<file path="config.mk">
export PLATFORM = sky130hd
export DESIGN_NAME = vram_host
export DESIGN_NICKNAME = d
export VERILOG_FILES = /design/src/vram_host.v
export VERILOG_INCLUDE_DIRS = /design/src
export SDC_FILE = /design/constraint.sdc
export NUM_CORES = 1
export LEC_CHECK = 0
export BUFFER_PORTS_ARGS = -buffer_cell sky130_fd_sc_hd__buf_2
export CAP_MARGIN = 20
export CORE_ASPECT_RATIO = 1.75
export CORE_MARGIN = 3
export CORE_UTILIZATION = 30
export DETAILED_ROUTE_END_ITERATION = 10
export PLACE_DENSITY = 0.51
export RECOVER_POWER = 100
export SLEW_MARGIN = 0
export SYNTH_ARGS = -nofsm -noshare
export SYNTH_HDL_FRONTEND = slang
export SYNTH_SLANG_ARGS = --single-unit
</file>
<file path="constraint.sdc">
create_clock -name aclk -period 7.6 [get_ports aclk]
set_clock_uncertainty 0.2 [all_clocks]
set_input_delay 0 -clock aclk [delete_from_list [all_inputs] [get_ports aclk]]
set_output_delay 0 -clock aclk [all_outputs]
set_load 0.005 [all_outputs]
</file>
<file path="src/vram_host_regs.vh">
`ifndef VRAM_HOST_REGS_VH
`define VRAM_HOST_REGS_VH
// ==========================================================
// Register map, byte offsets on the AXI4-Lite bus
`define REG_CMD          8'h00
`define REG_ADDR         8'h04
`define REG_MASK         8'h08
`define REG_CONFIG       8'h0C
`define REG_STATUS       8'h10
// ==========================================================
// Command codes, CMD[2:0]
`define CMD_MWT          3'h0
`define CMD_SWT          3'h1
`define CMD_STOP         3'h2
`define CMD_RRESET       3'h3
// ==========================================================
// Fields
`define ADDR_ROW_MSB     8
`define ADDR_COL_LSB     16
`define ADDR_COL_MSB     24
`define CFG_CBR_INIT     0
`define CFG_NEW_MASK     1
`define CFG_WE_LOW       2
`define CFG_WE_HIGH      3
`define CFG_RESET        32'h0000000C
`define ST_BUSY          0
`define ST_INIT_DONE     1
`define ST_HALF          2
`define ST_STOP_MODE     3
`define ST_INPUT_MODE    4
`define ST_REFUSED       5
`define ST_SETTLED       6
`define RESP_OKAY        2'h0
`define RESP_SLVERR      2'h2
// ==========================================================
// Timing, in ns or cycles, clock rate and init cycle counts
`define CLK_MHZ          250
`define PAUSE_NS         200000
`define PAUSE_CYC        50000
`define T_SETUP_NS       10
`define T_RCD_NS         20
`define T_RAS_NS         80
`define T_RP_NS          60
`define T_SETTLE_NS      20
`define T_SCLK_HALF_NS   12
`define INIT_DUMMIES     4'h8
`define INIT_SCLK_EDGES  5'h10
`endif

</file>
<file path="src/vram_host.v">
// Notes on behaviour
// - Start split write only after the settle delay since the half indicator changed.
// - A masked full write transfer must come before any split write transfer.
// - After power up hold row strobe and transfer enable high for 200 us.
// - Then at least 8 dummy row strobe and 8 serial clock cycles.
// - Transfer enable stays high throughout initialization.
// - With the internal refresh counter, use 8 column-before-row refreshes instead.
// - After initialization run a register reset cycle before valid operations.
//
// The implementer's own choices: the address map and register access over AXI4-Lite.
`timescale 1ns/100ps
`include "vram_host_regs.vh"
`default_nettype none
module vram_host #(
    parameter [15:0] PAUSE_CYCLES = `PAUSE_CYC
) (
    input  wire        aclk,
    input  wire        aresetn,
    input  wire [7:0]  s_axi_awaddr,
    input  wire        s_axi_awvalid,
    output wire        s_axi_awready,
    input  wire [31:0] s_axi_wdata,
    input  wire [3:0]  s_axi_wstrb,
    input  wire        s_axi_wvalid,
    output wire        s_axi_wready,
    output reg  [1:0]  s_axi_bresp,
    output reg         s_axi_bvalid,
    input  wire        s_axi_bready,
    input  wire [7:0]  s_axi_araddr,
    input  wire        s_axi_arvalid,
    output wire        s_axi_arready,
    output reg  [31:0] s_axi_rdata,
    output reg  [1:0]  s_axi_rresp,
    output reg         s_axi_rvalid,
    input  wire        s_axi_rready,
    output reg         ras_n,
    output reg         cas_n,
    output reg         low_byte_write_enable_n,
    output reg         high_byte_write_enable_n,
    output reg         transfer_output_enable_n,
    output reg         special_function_input,
    output reg         serial_clock,
    output reg  [8:0]  address,
    output reg  [15:0] dq_out,
    output reg         dq_oe,
    input  wire        active_half_indicator
);
// ==========================================================
// Helpers
function [15:0] ns_to_cyc;
    input [31:0] ns;
    reg   [31:0] c;
    begin
        c = (ns * `CLK_MHZ + 32'd999) / 32'd1000;
        ns_to_cyc = (c == 32'd0) ? 16'd1 : c[15:0];
    end
endfunction
function [31:0] merge;
    input [31:0] old;
    input [31:0] nw;
    input [3:0]  strb;
    integer i;
    begin
        merge = old;
        for (i = 0; i < 4; i = i + 1) begin
            if (strb[i])
                merge[i*8 +: 8] = nw[i*8 +: 8];
        end
    end
endfunction
localparam [15:0] C_SETUP  = ns_to_cyc(`T_SETUP_NS);
localparam [15:0] C_RCD    = ns_to_cyc(`T_RCD_NS);
localparam [15:0] C_RAS    = ns_to_cyc(`T_RAS_NS);
localparam [15:0] C_RP     = ns_to_cyc(`T_RP_NS);
localparam [15:0] C_SETTLE = ns_to_cyc(`T_SETTLE_NS);
localparam [15:0] C_SCLK   = ns_to_cyc(`T_SCLK_HALF_NS);
localparam [2:0] OP_MWT = 3'h0, OP_SWT = 3'h1, OP_STOP = 3'h2, OP_RRESET = 3'h3,
                 OP_DUMMY = 3'h4, OP_CBR = 3'h5;
localparam [6:0] S_PAUSE = 7'h01, S_SETUP = 7'h02, S_ROW = 7'h04, S_PRE = 7'h08,
                 S_SCLK = 7'h10, S_IDLE = 7'h20, S_SETTLE = 7'h40;
// ==========================================================
// AXI4-Lite slave
reg        aw_got;
reg        w_got;
reg [7:0]  wr_addr;
reg [31:0] wr_data;
reg [3:0]  wr_strb;
reg [31:0] addr_reg;
reg [31:0] mask_reg;
reg [31:0] cfg_reg;
wire [31:0] status;
wire       do_write = aw_got && w_got && !s_axi_bvalid;
wire       cmd_wr   = do_write && (wr_addr == `REG_CMD) && wr_strb[0];
wire       wr_map   = (wr_addr == `REG_CMD) || (wr_addr == `REG_ADDR) ||
                      (wr_addr == `REG_MASK) || (wr_addr == `REG_CONFIG);
assign s_axi_awready = !aw_got && !s_axi_bvalid;
assign s_axi_wready  = !w_got && !s_axi_bvalid;
assign s_axi_arready = !s_axi_rvalid;
always @(posedge aclk) begin
    if (!aresetn) begin
        aw_got       <= 1'b0;
        w_got        <= 1'b0;
        wr_addr      <= 8'h00;
        wr_data      <= 32'h00000000;
        wr_strb      <= 4'h0;
        s_axi_bvalid <= 1'b0;
        s_axi_bresp  <= `RESP_OKAY;
        addr_reg     <= 32'h00000000;
        mask_reg     <= 32'h00000000;
        cfg_reg      <= `CFG_RESET;
    end else begin
        if (s_axi_awvalid && s_axi_awready) begin
            aw_got  <= 1'b1;
            wr_addr <= s_axi_awaddr;
        end
        if (s_axi_wvalid && s_axi_wready) begin
            w_got   <= 1'b1;
            wr_data <= s_axi_wdata;
            wr_strb <= s_axi_wstrb;
        end
        if (do_write) begin
            aw_got       <= 1'b0;
            w_got        <= 1'b0;
            s_axi_bvalid <= 1'b1;
            s_axi_bresp  <= wr_map ? `RESP_OKAY : `RESP_SLVERR;
            if (wr_addr == `REG_ADDR)
                addr_reg <= merge(addr_reg, wr_data, wr_strb);
            if (wr_addr == `REG_MASK)
                mask_reg <= merge(mask_reg, wr_data, wr_strb);
            if (wr_addr == `REG_CONFIG)
                cfg_reg <= merge(cfg_reg, wr_data, wr_strb);
        end else if (s_axi_bvalid && s_axi_bready) begin
            s_axi_bvalid <= 1'b0;
        end
    end
end
always @(posedge aclk) begin
    if (!aresetn) begin
        s_axi_rvalid <= 1'b0;
        s_axi_rdata  <= 32'h00000000;
        s_axi_rresp  <= `RESP_OKAY;
    end else if (s_axi_arvalid && s_axi_arready) begin
        s_axi_rvalid <= 1'b1;
        s_axi_rresp  <= `RESP_OKAY;
        case (s_axi_araddr)
            `REG_ADDR:   s_axi_rdata <= addr_reg;
            `REG_MASK:   s_axi_rdata <= mask_reg;
            `REG_CONFIG: s_axi_rdata <= cfg_reg;
            `REG_STATUS: s_axi_rdata <= status;
            `REG_CMD:    s_axi_rdata <= 32'h00000000;
            default: begin
                s_axi_rdata <= 32'h00000000;
                s_axi_rresp <= `RESP_SLVERR;
            end
        endcase
    end else if (s_axi_rvalid && s_axi_rready) begin
        s_axi_rvalid <= 1'b0;
    end
end
// ==========================================================
// Half indicator synchroniser and settle timer
reg        ahi_s1;
reg        ahi_s2;
reg        ahi_s3;
reg        half;
reg [15:0] settle_cnt;
wire       settle_done = (settle_cnt == C_SETTLE);
// A change still in ahi_s2 or ahi_s3 must block a split as well
wire       settled     = settle_done && (ahi_s2 == half) && (ahi_s3 == half);
always @(posedge aclk) begin
    if (!aresetn) begin
        ahi_s1     <= 1'b0;
        ahi_s2     <= 1'b0;
        ahi_s3     <= 1'b0;
        half       <= 1'b0;
        settle_cnt <= 16'd0;
    end else begin
        ahi_s1 <= active_half_indicator;
        ahi_s2 <= ahi_s1;
        ahi_s3 <= ahi_s2;
        if (ahi_s2 == ahi_s3 && ahi_s3 != half) begin
            half       <= ahi_s3;
            settle_cnt <= 16'd0;
        end else if (!settle_done) begin
            settle_cnt <= settle_cnt + 16'd1;
        end
    end
end
// ==========================================================
// Strobe sequencer
reg [6:0]  state;
reg [15:0] cnt;
reg [2:0]  op;
reg [3:0]  left;
reg [4:0]  sclk_edges;
reg        init_done;
reg        stop_mode;
reg        input_mode;
reg        refused;
wire       is_xfer = (op == OP_MWT) || (op == OP_SWT);
wire       is_cbr  = (op == OP_STOP) || (op == OP_RRESET) || (op == OP_CBR);
wire       we_sel  = (op == OP_MWT) || (op == OP_SWT) || (op == OP_STOP);
assign status = {25'h0, settled, refused, input_mode, stop_mode, half, init_done,
                 (state != S_IDLE)};
always @(posedge aclk) begin
    if (!aresetn) begin
        state                    <= S_PAUSE;
        cnt                      <= 16'd0;
        op                       <= OP_DUMMY;
        left                     <= `INIT_DUMMIES;
        sclk_edges               <= 5'd0;
        init_done                <= 1'b0;
        stop_mode                <= 1'b0;
        input_mode               <= 1'b0;
        refused                  <= 1'b0;
        ras_n                    <= 1'b1;
        cas_n                    <= 1'b1;
        low_byte_write_enable_n  <= 1'b1;
        high_byte_write_enable_n <= 1'b1;
        transfer_output_enable_n <= 1'b1;
        special_function_input   <= 1'b0;
        serial_clock             <= 1'b0;
        address                  <= 9'h000;
        dq_out                   <= 16'h0000;
        dq_oe                    <= 1'b0;
    end else begin
        if (cmd_wr && state != S_IDLE)
            refused <= 1'b1;
        case (state)
            S_PAUSE: begin
                cnt <= cnt + 16'd1;
                if (cnt == PAUSE_CYCLES - 16'd1) begin
                    cnt   <= 16'd0;
                    op    <= cfg_reg[`CFG_CBR_INIT] ? OP_CBR : OP_DUMMY;
                    state <= S_SETUP;
                end
            end
            S_SETUP: begin
                cnt                      <= cnt + 16'd1;
                address                  <= addr_reg[`ADDR_ROW_MSB:0];
                special_function_input   <= (op == OP_SWT) || (op == OP_STOP);
                transfer_output_enable_n <= !is_xfer;
                low_byte_write_enable_n  <= !(we_sel && cfg_reg[`CFG_WE_LOW]);
                high_byte_write_enable_n <= !(we_sel && cfg_reg[`CFG_WE_HIGH]);
                dq_out                   <= mask_reg[15:0];
                dq_oe                    <= is_xfer && cfg_reg[`CFG_NEW_MASK];
                if (is_cbr)
                    cas_n <= 1'b0;
                if (cnt == C_SETUP) begin
                    ras_n <= 1'b0;
                    cnt   <= 16'd0;
                    state <= S_ROW;
                end
            end
            S_ROW: begin
                cnt   <= cnt + 16'd1;
                dq_oe <= 1'b0;
                if (cnt == C_RCD && is_xfer) begin
                    address <= addr_reg[`ADDR_COL_MSB:`ADDR_COL_LSB];
                    cas_n   <= 1'b0;
                end
                if (cnt == C_RAS) begin
                    ras_n                    <= 1'b1;
                    cas_n                    <= 1'b1;
                    transfer_output_enable_n <= 1'b1;
                    low_byte_write_enable_n  <= 1'b1;
                    high_byte_write_enable_n <= 1'b1;
                    special_function_input   <= 1'b0;
                    cnt                      <= 16'd0;
                    state                    <= S_PRE;
                    if (op == OP_MWT)
                        input_mode <= 1'b1;
                    if (op == OP_STOP)
                        stop_mode <= 1'b1;
                    if (op == OP_RRESET)
                        stop_mode <= 1'b0;
                end
            end
            S_PRE: begin
                cnt <= cnt + 16'd1;
                if (cnt == C_RP) begin
                    cnt <= 16'd0;
                    if (op == OP_DUMMY || op == OP_CBR) begin
                        left  <= left - 4'd1;
                        state <= (left == 4'd1) ? S_SCLK : S_SETUP;
                    end else begin
                        init_done <= 1'b1;
                        state     <= S_IDLE;
                    end
                end
            end
            S_SCLK: begin
                cnt <= cnt + 16'd1;
                if (cnt == C_SCLK) begin
                    cnt          <= 16'd0;
                    serial_clock <= !serial_clock;
                    sclk_edges   <= sclk_edges + 5'd1;
                    if (sclk_edges == `INIT_SCLK_EDGES - 5'd1) begin
                        op    <= OP_RRESET;
                        state <= S_SETUP;
                    end
                end
            end
            S_IDLE: begin
                if (cmd_wr) begin
                    refused <= 1'b0;
                    cnt     <= 16'd0;
                    op      <= wr_data[2:0];
                    if (wr_data[2:0] == `CMD_SWT && !input_mode) begin
                        refused <= 1'b1;
                    end else if (wr_data[2:0] == `CMD_SWT) begin
                        state <= S_SETTLE;
                    end else if (wr_data[2:0] == `CMD_MWT || wr_data[2:0] == `CMD_STOP ||
                                 wr_data[2:0] == `CMD_RRESET) begin
                        state <= S_SETUP;
                    end else begin
                        refused <= 1'b1;
                    end
                end
            end
            S_SETTLE: begin
                if (settled)
                    state <= S_SETUP;
            end
            default: state <= S_IDLE;
        endcase
    end
end
endmodule // vram_host
`default_nettype wire

</file>
==> metrics.txt <==
wire length per cell 17.9 um; post-synth top area share 48.4%; failing checks max-capacitance violations, max-slew violations; final weighted congestion in routability-driven placement 0.836; Total Neg Setup Slack 0 ns; share of cells above drive strength 1 8.60%; Area Overhead vs Synth 25.4%; initial antenna violation count 0; Worst Max-Slew Pin Slew 2.76 ns; Max Clk Rate 202 MHz; Reg power frac 47.4%; Total Routing Usage GR 17.6%; Worst setup EP type register; Cell Area, Synth 0.0112 mm^2; DIE WIDTH 152 um; Hold-fix buffers, CTS 109; commonest non-fill, non-tap cells in the layout dfxtp_1, nand2_1, nor2_1; outcome complete, but fails checks; total CTS buffers 26; fin crit period 4.96 ns; multi-input gate area in the final layout 0.00539 mm^2; Synthesis Warnings 0; Net Sw Power 894 uW; Power Density 229 mW/mm^2; worst-path cell chain dlygate4sd3_1, buf_2, clkbuf_1, inv_6, buf_4, a211oi_1, dlygate4sd3_1; commonest non-fill, non-tap cell in the layout dfxtp_1; RSZ-0062 raised after global routing false; EDFF count, synth 0; sequential fraction of the synthesis area 48.4%; DIE AREA 0.0397 mm^2; switching share of power 27.9%; I/O Pins 134; setup violators final 0; H-tree depth 1; # fillers 3786; Sequential cell area 0.00541 mm^2; Post-CTS Setup Bufs 0; Final Util 38.5%; CP Max Fanout 108; worst rel slew slack -84.3%; CTS clk-pin slew, worst paths 0.06 ns; DRT antenna net count 0; DR top layer met4; Final period util 65.3%; vias 10400; Data arrival, critical path 5.23 ns; clk sink count 270; CTS tree yes; post-synth cell types 59; Slew Limit Fails 120; Bufs on Longest Clock Path 3; antenna fix cells 0; Reg2Reg Setup Slack 2.71 ns; Port Buf Inserts 131; largest net degree at the start of global routing 109; Met3 Wirelength 1440 um; Fin. Hold Viols 0; async set or reset register ratio after synthesis 0%; WL met1 13600 um; slowest library cell on the worst path clkbuf_1; met2 routed WL 19700 um; Peak VDD IR 0.145 mV; GRT Residual Overflow 0; number of global-route vias before repair 10400; drt first-iter violations 686; Clk network pwr share 38.4%; post-synthesis register bit count 270; DRT Wirelength 36300 um; Combinational Power Share 14.2%; global-route wire length before repair 57100 um; clk root buf clkbuf_16; Rows 92; Post-DP HPWL 24700 um; startpoint types input port; max cap viols 3; Largest stage delay, worst path 1.94 ns; syn_area_per_cell 8.36 um^2; synthesized instance count 1337; post-CTS sizing 0; vias per inst 5.13; P_leak 0.00522 uW; die height 261 um; Internal 2310 uW; Initial Util 30.7%; WP data required 7.87 ns; drt pass-1 iters 5; Layout Nets 1610; area leader, netlist dfxtp_1; drt drc 0; Area contributors post-synth dfxtp_1, nand2_1, mux2i_1; Primary FF master, synth dfxtp_1; Core ar. 0.0364 mm^2; worst min path class input port to register; most used cell, CP dlygate4sd3_1; Clock Latency Late Sink 0.54 ns; critical setup path kind input port to register
-- cell families (layout without fill, tap and decap cells) --
family,Yosys count,count (layout),share of synthesized area [%]
compound gates,292,292,16.2
other cells,1,2,0.0336
simple gates,579,579,23.1
fa+ha+maj,9,9,1.01
xor+xnor,23,23,1.80
mux,68,68,6.10
flops,270,270,48.4
buf+inv,95,316,3.30
-- critical path: cells and delay by family --
family                 cells  cell delay, ns
buffers and inverters      6            4.77
AO/OA/AOI/OAI              1            0.35
-- per-layer routing --
layer / global-route usage (%) / up-vias
li1: - / 5074
met1: 18.8 / 4986
met3: 2.03 / 64
met4: 7.72 / 0
met5: 0 / -
met2: 34.6 / 276
-- area by class of cell --
class	count	share of cell area [%]
clock buffer	38	5.33
clock inverter	8	0.304
inverter	18	0.518
multi-input combinational	973	38.5
sequential	270	38.6
tap	470	4.20
timing repair buffer	252	12.6
-- cell usage after synthesis, types with 13 or more instances --
| cell | count |
|---|---|
| nand3_1 | 35 |
| and2_1 | 39 |
| dfxtp_1 | 270 |
| a31oi_1 | 15 |
| inv_1 | 17 |
| a222oi_1 | 30 |
| nand2_1 | 262 |
| or3_1 | 13 |
| o21ai_0 | 75 |
| clkbuf_1 | 68 |
| mux2i_1 | 67 |
| and3_1 | 14 |
| a21oi_1 | 119 |
| nor2_1 | 152 |
| nor3_1 | 15 |
| xor2_1 | 13 |
-- final timing paths --
path | start | to | depth (start not counted)
max | aresetn | s_axi_rvalid$_SDFFE_PN0P_ | 7
min | s_axi_araddr[7] | s_axi_rresp[1]$_SDFFE_PN0P_ | 5
max reg2reg | s_axi_rvalid$_SDFFE_PN0P_ | s_axi_rdata[28]$_SDFFE_PN0P_ | 9
min reg2reg | stop_mode$_SDFFE_PN0P_ | stop_mode$_SDFFE_PN0P_ | 2
-- power groups by stage --
stage / clock network, uW / logic [uW] / registers, uW
after floorplan: 0 / 288 / 1530
after global placement: 0 / 409 / 1550
after detailed placement: 0 / 410 / 1550
after CTS: 1270 / 459 / 1520
after global routing: 1320 / 504 / 1520
final: 1230 / 456 / 1520
-- stage by stage --
stage               total power [uW]  cells  setup WS [ns]  instance area [um^2]  hold WS, ns
detailed placement              1960   1873           4.04                 12200     -0.00419
CTS                             3240   2028           4.01                 14100       0.0273
floorplan                       1810   1338           4.87                 11200       -0.101
global route                    3350   2029           2.25                 14000       0.0564
finish                          3210   2029           2.64                 14000       0.0288
global placement                1960   1873           4.09                 12200     -0.00730
Power figures use the tool's default switching activity.
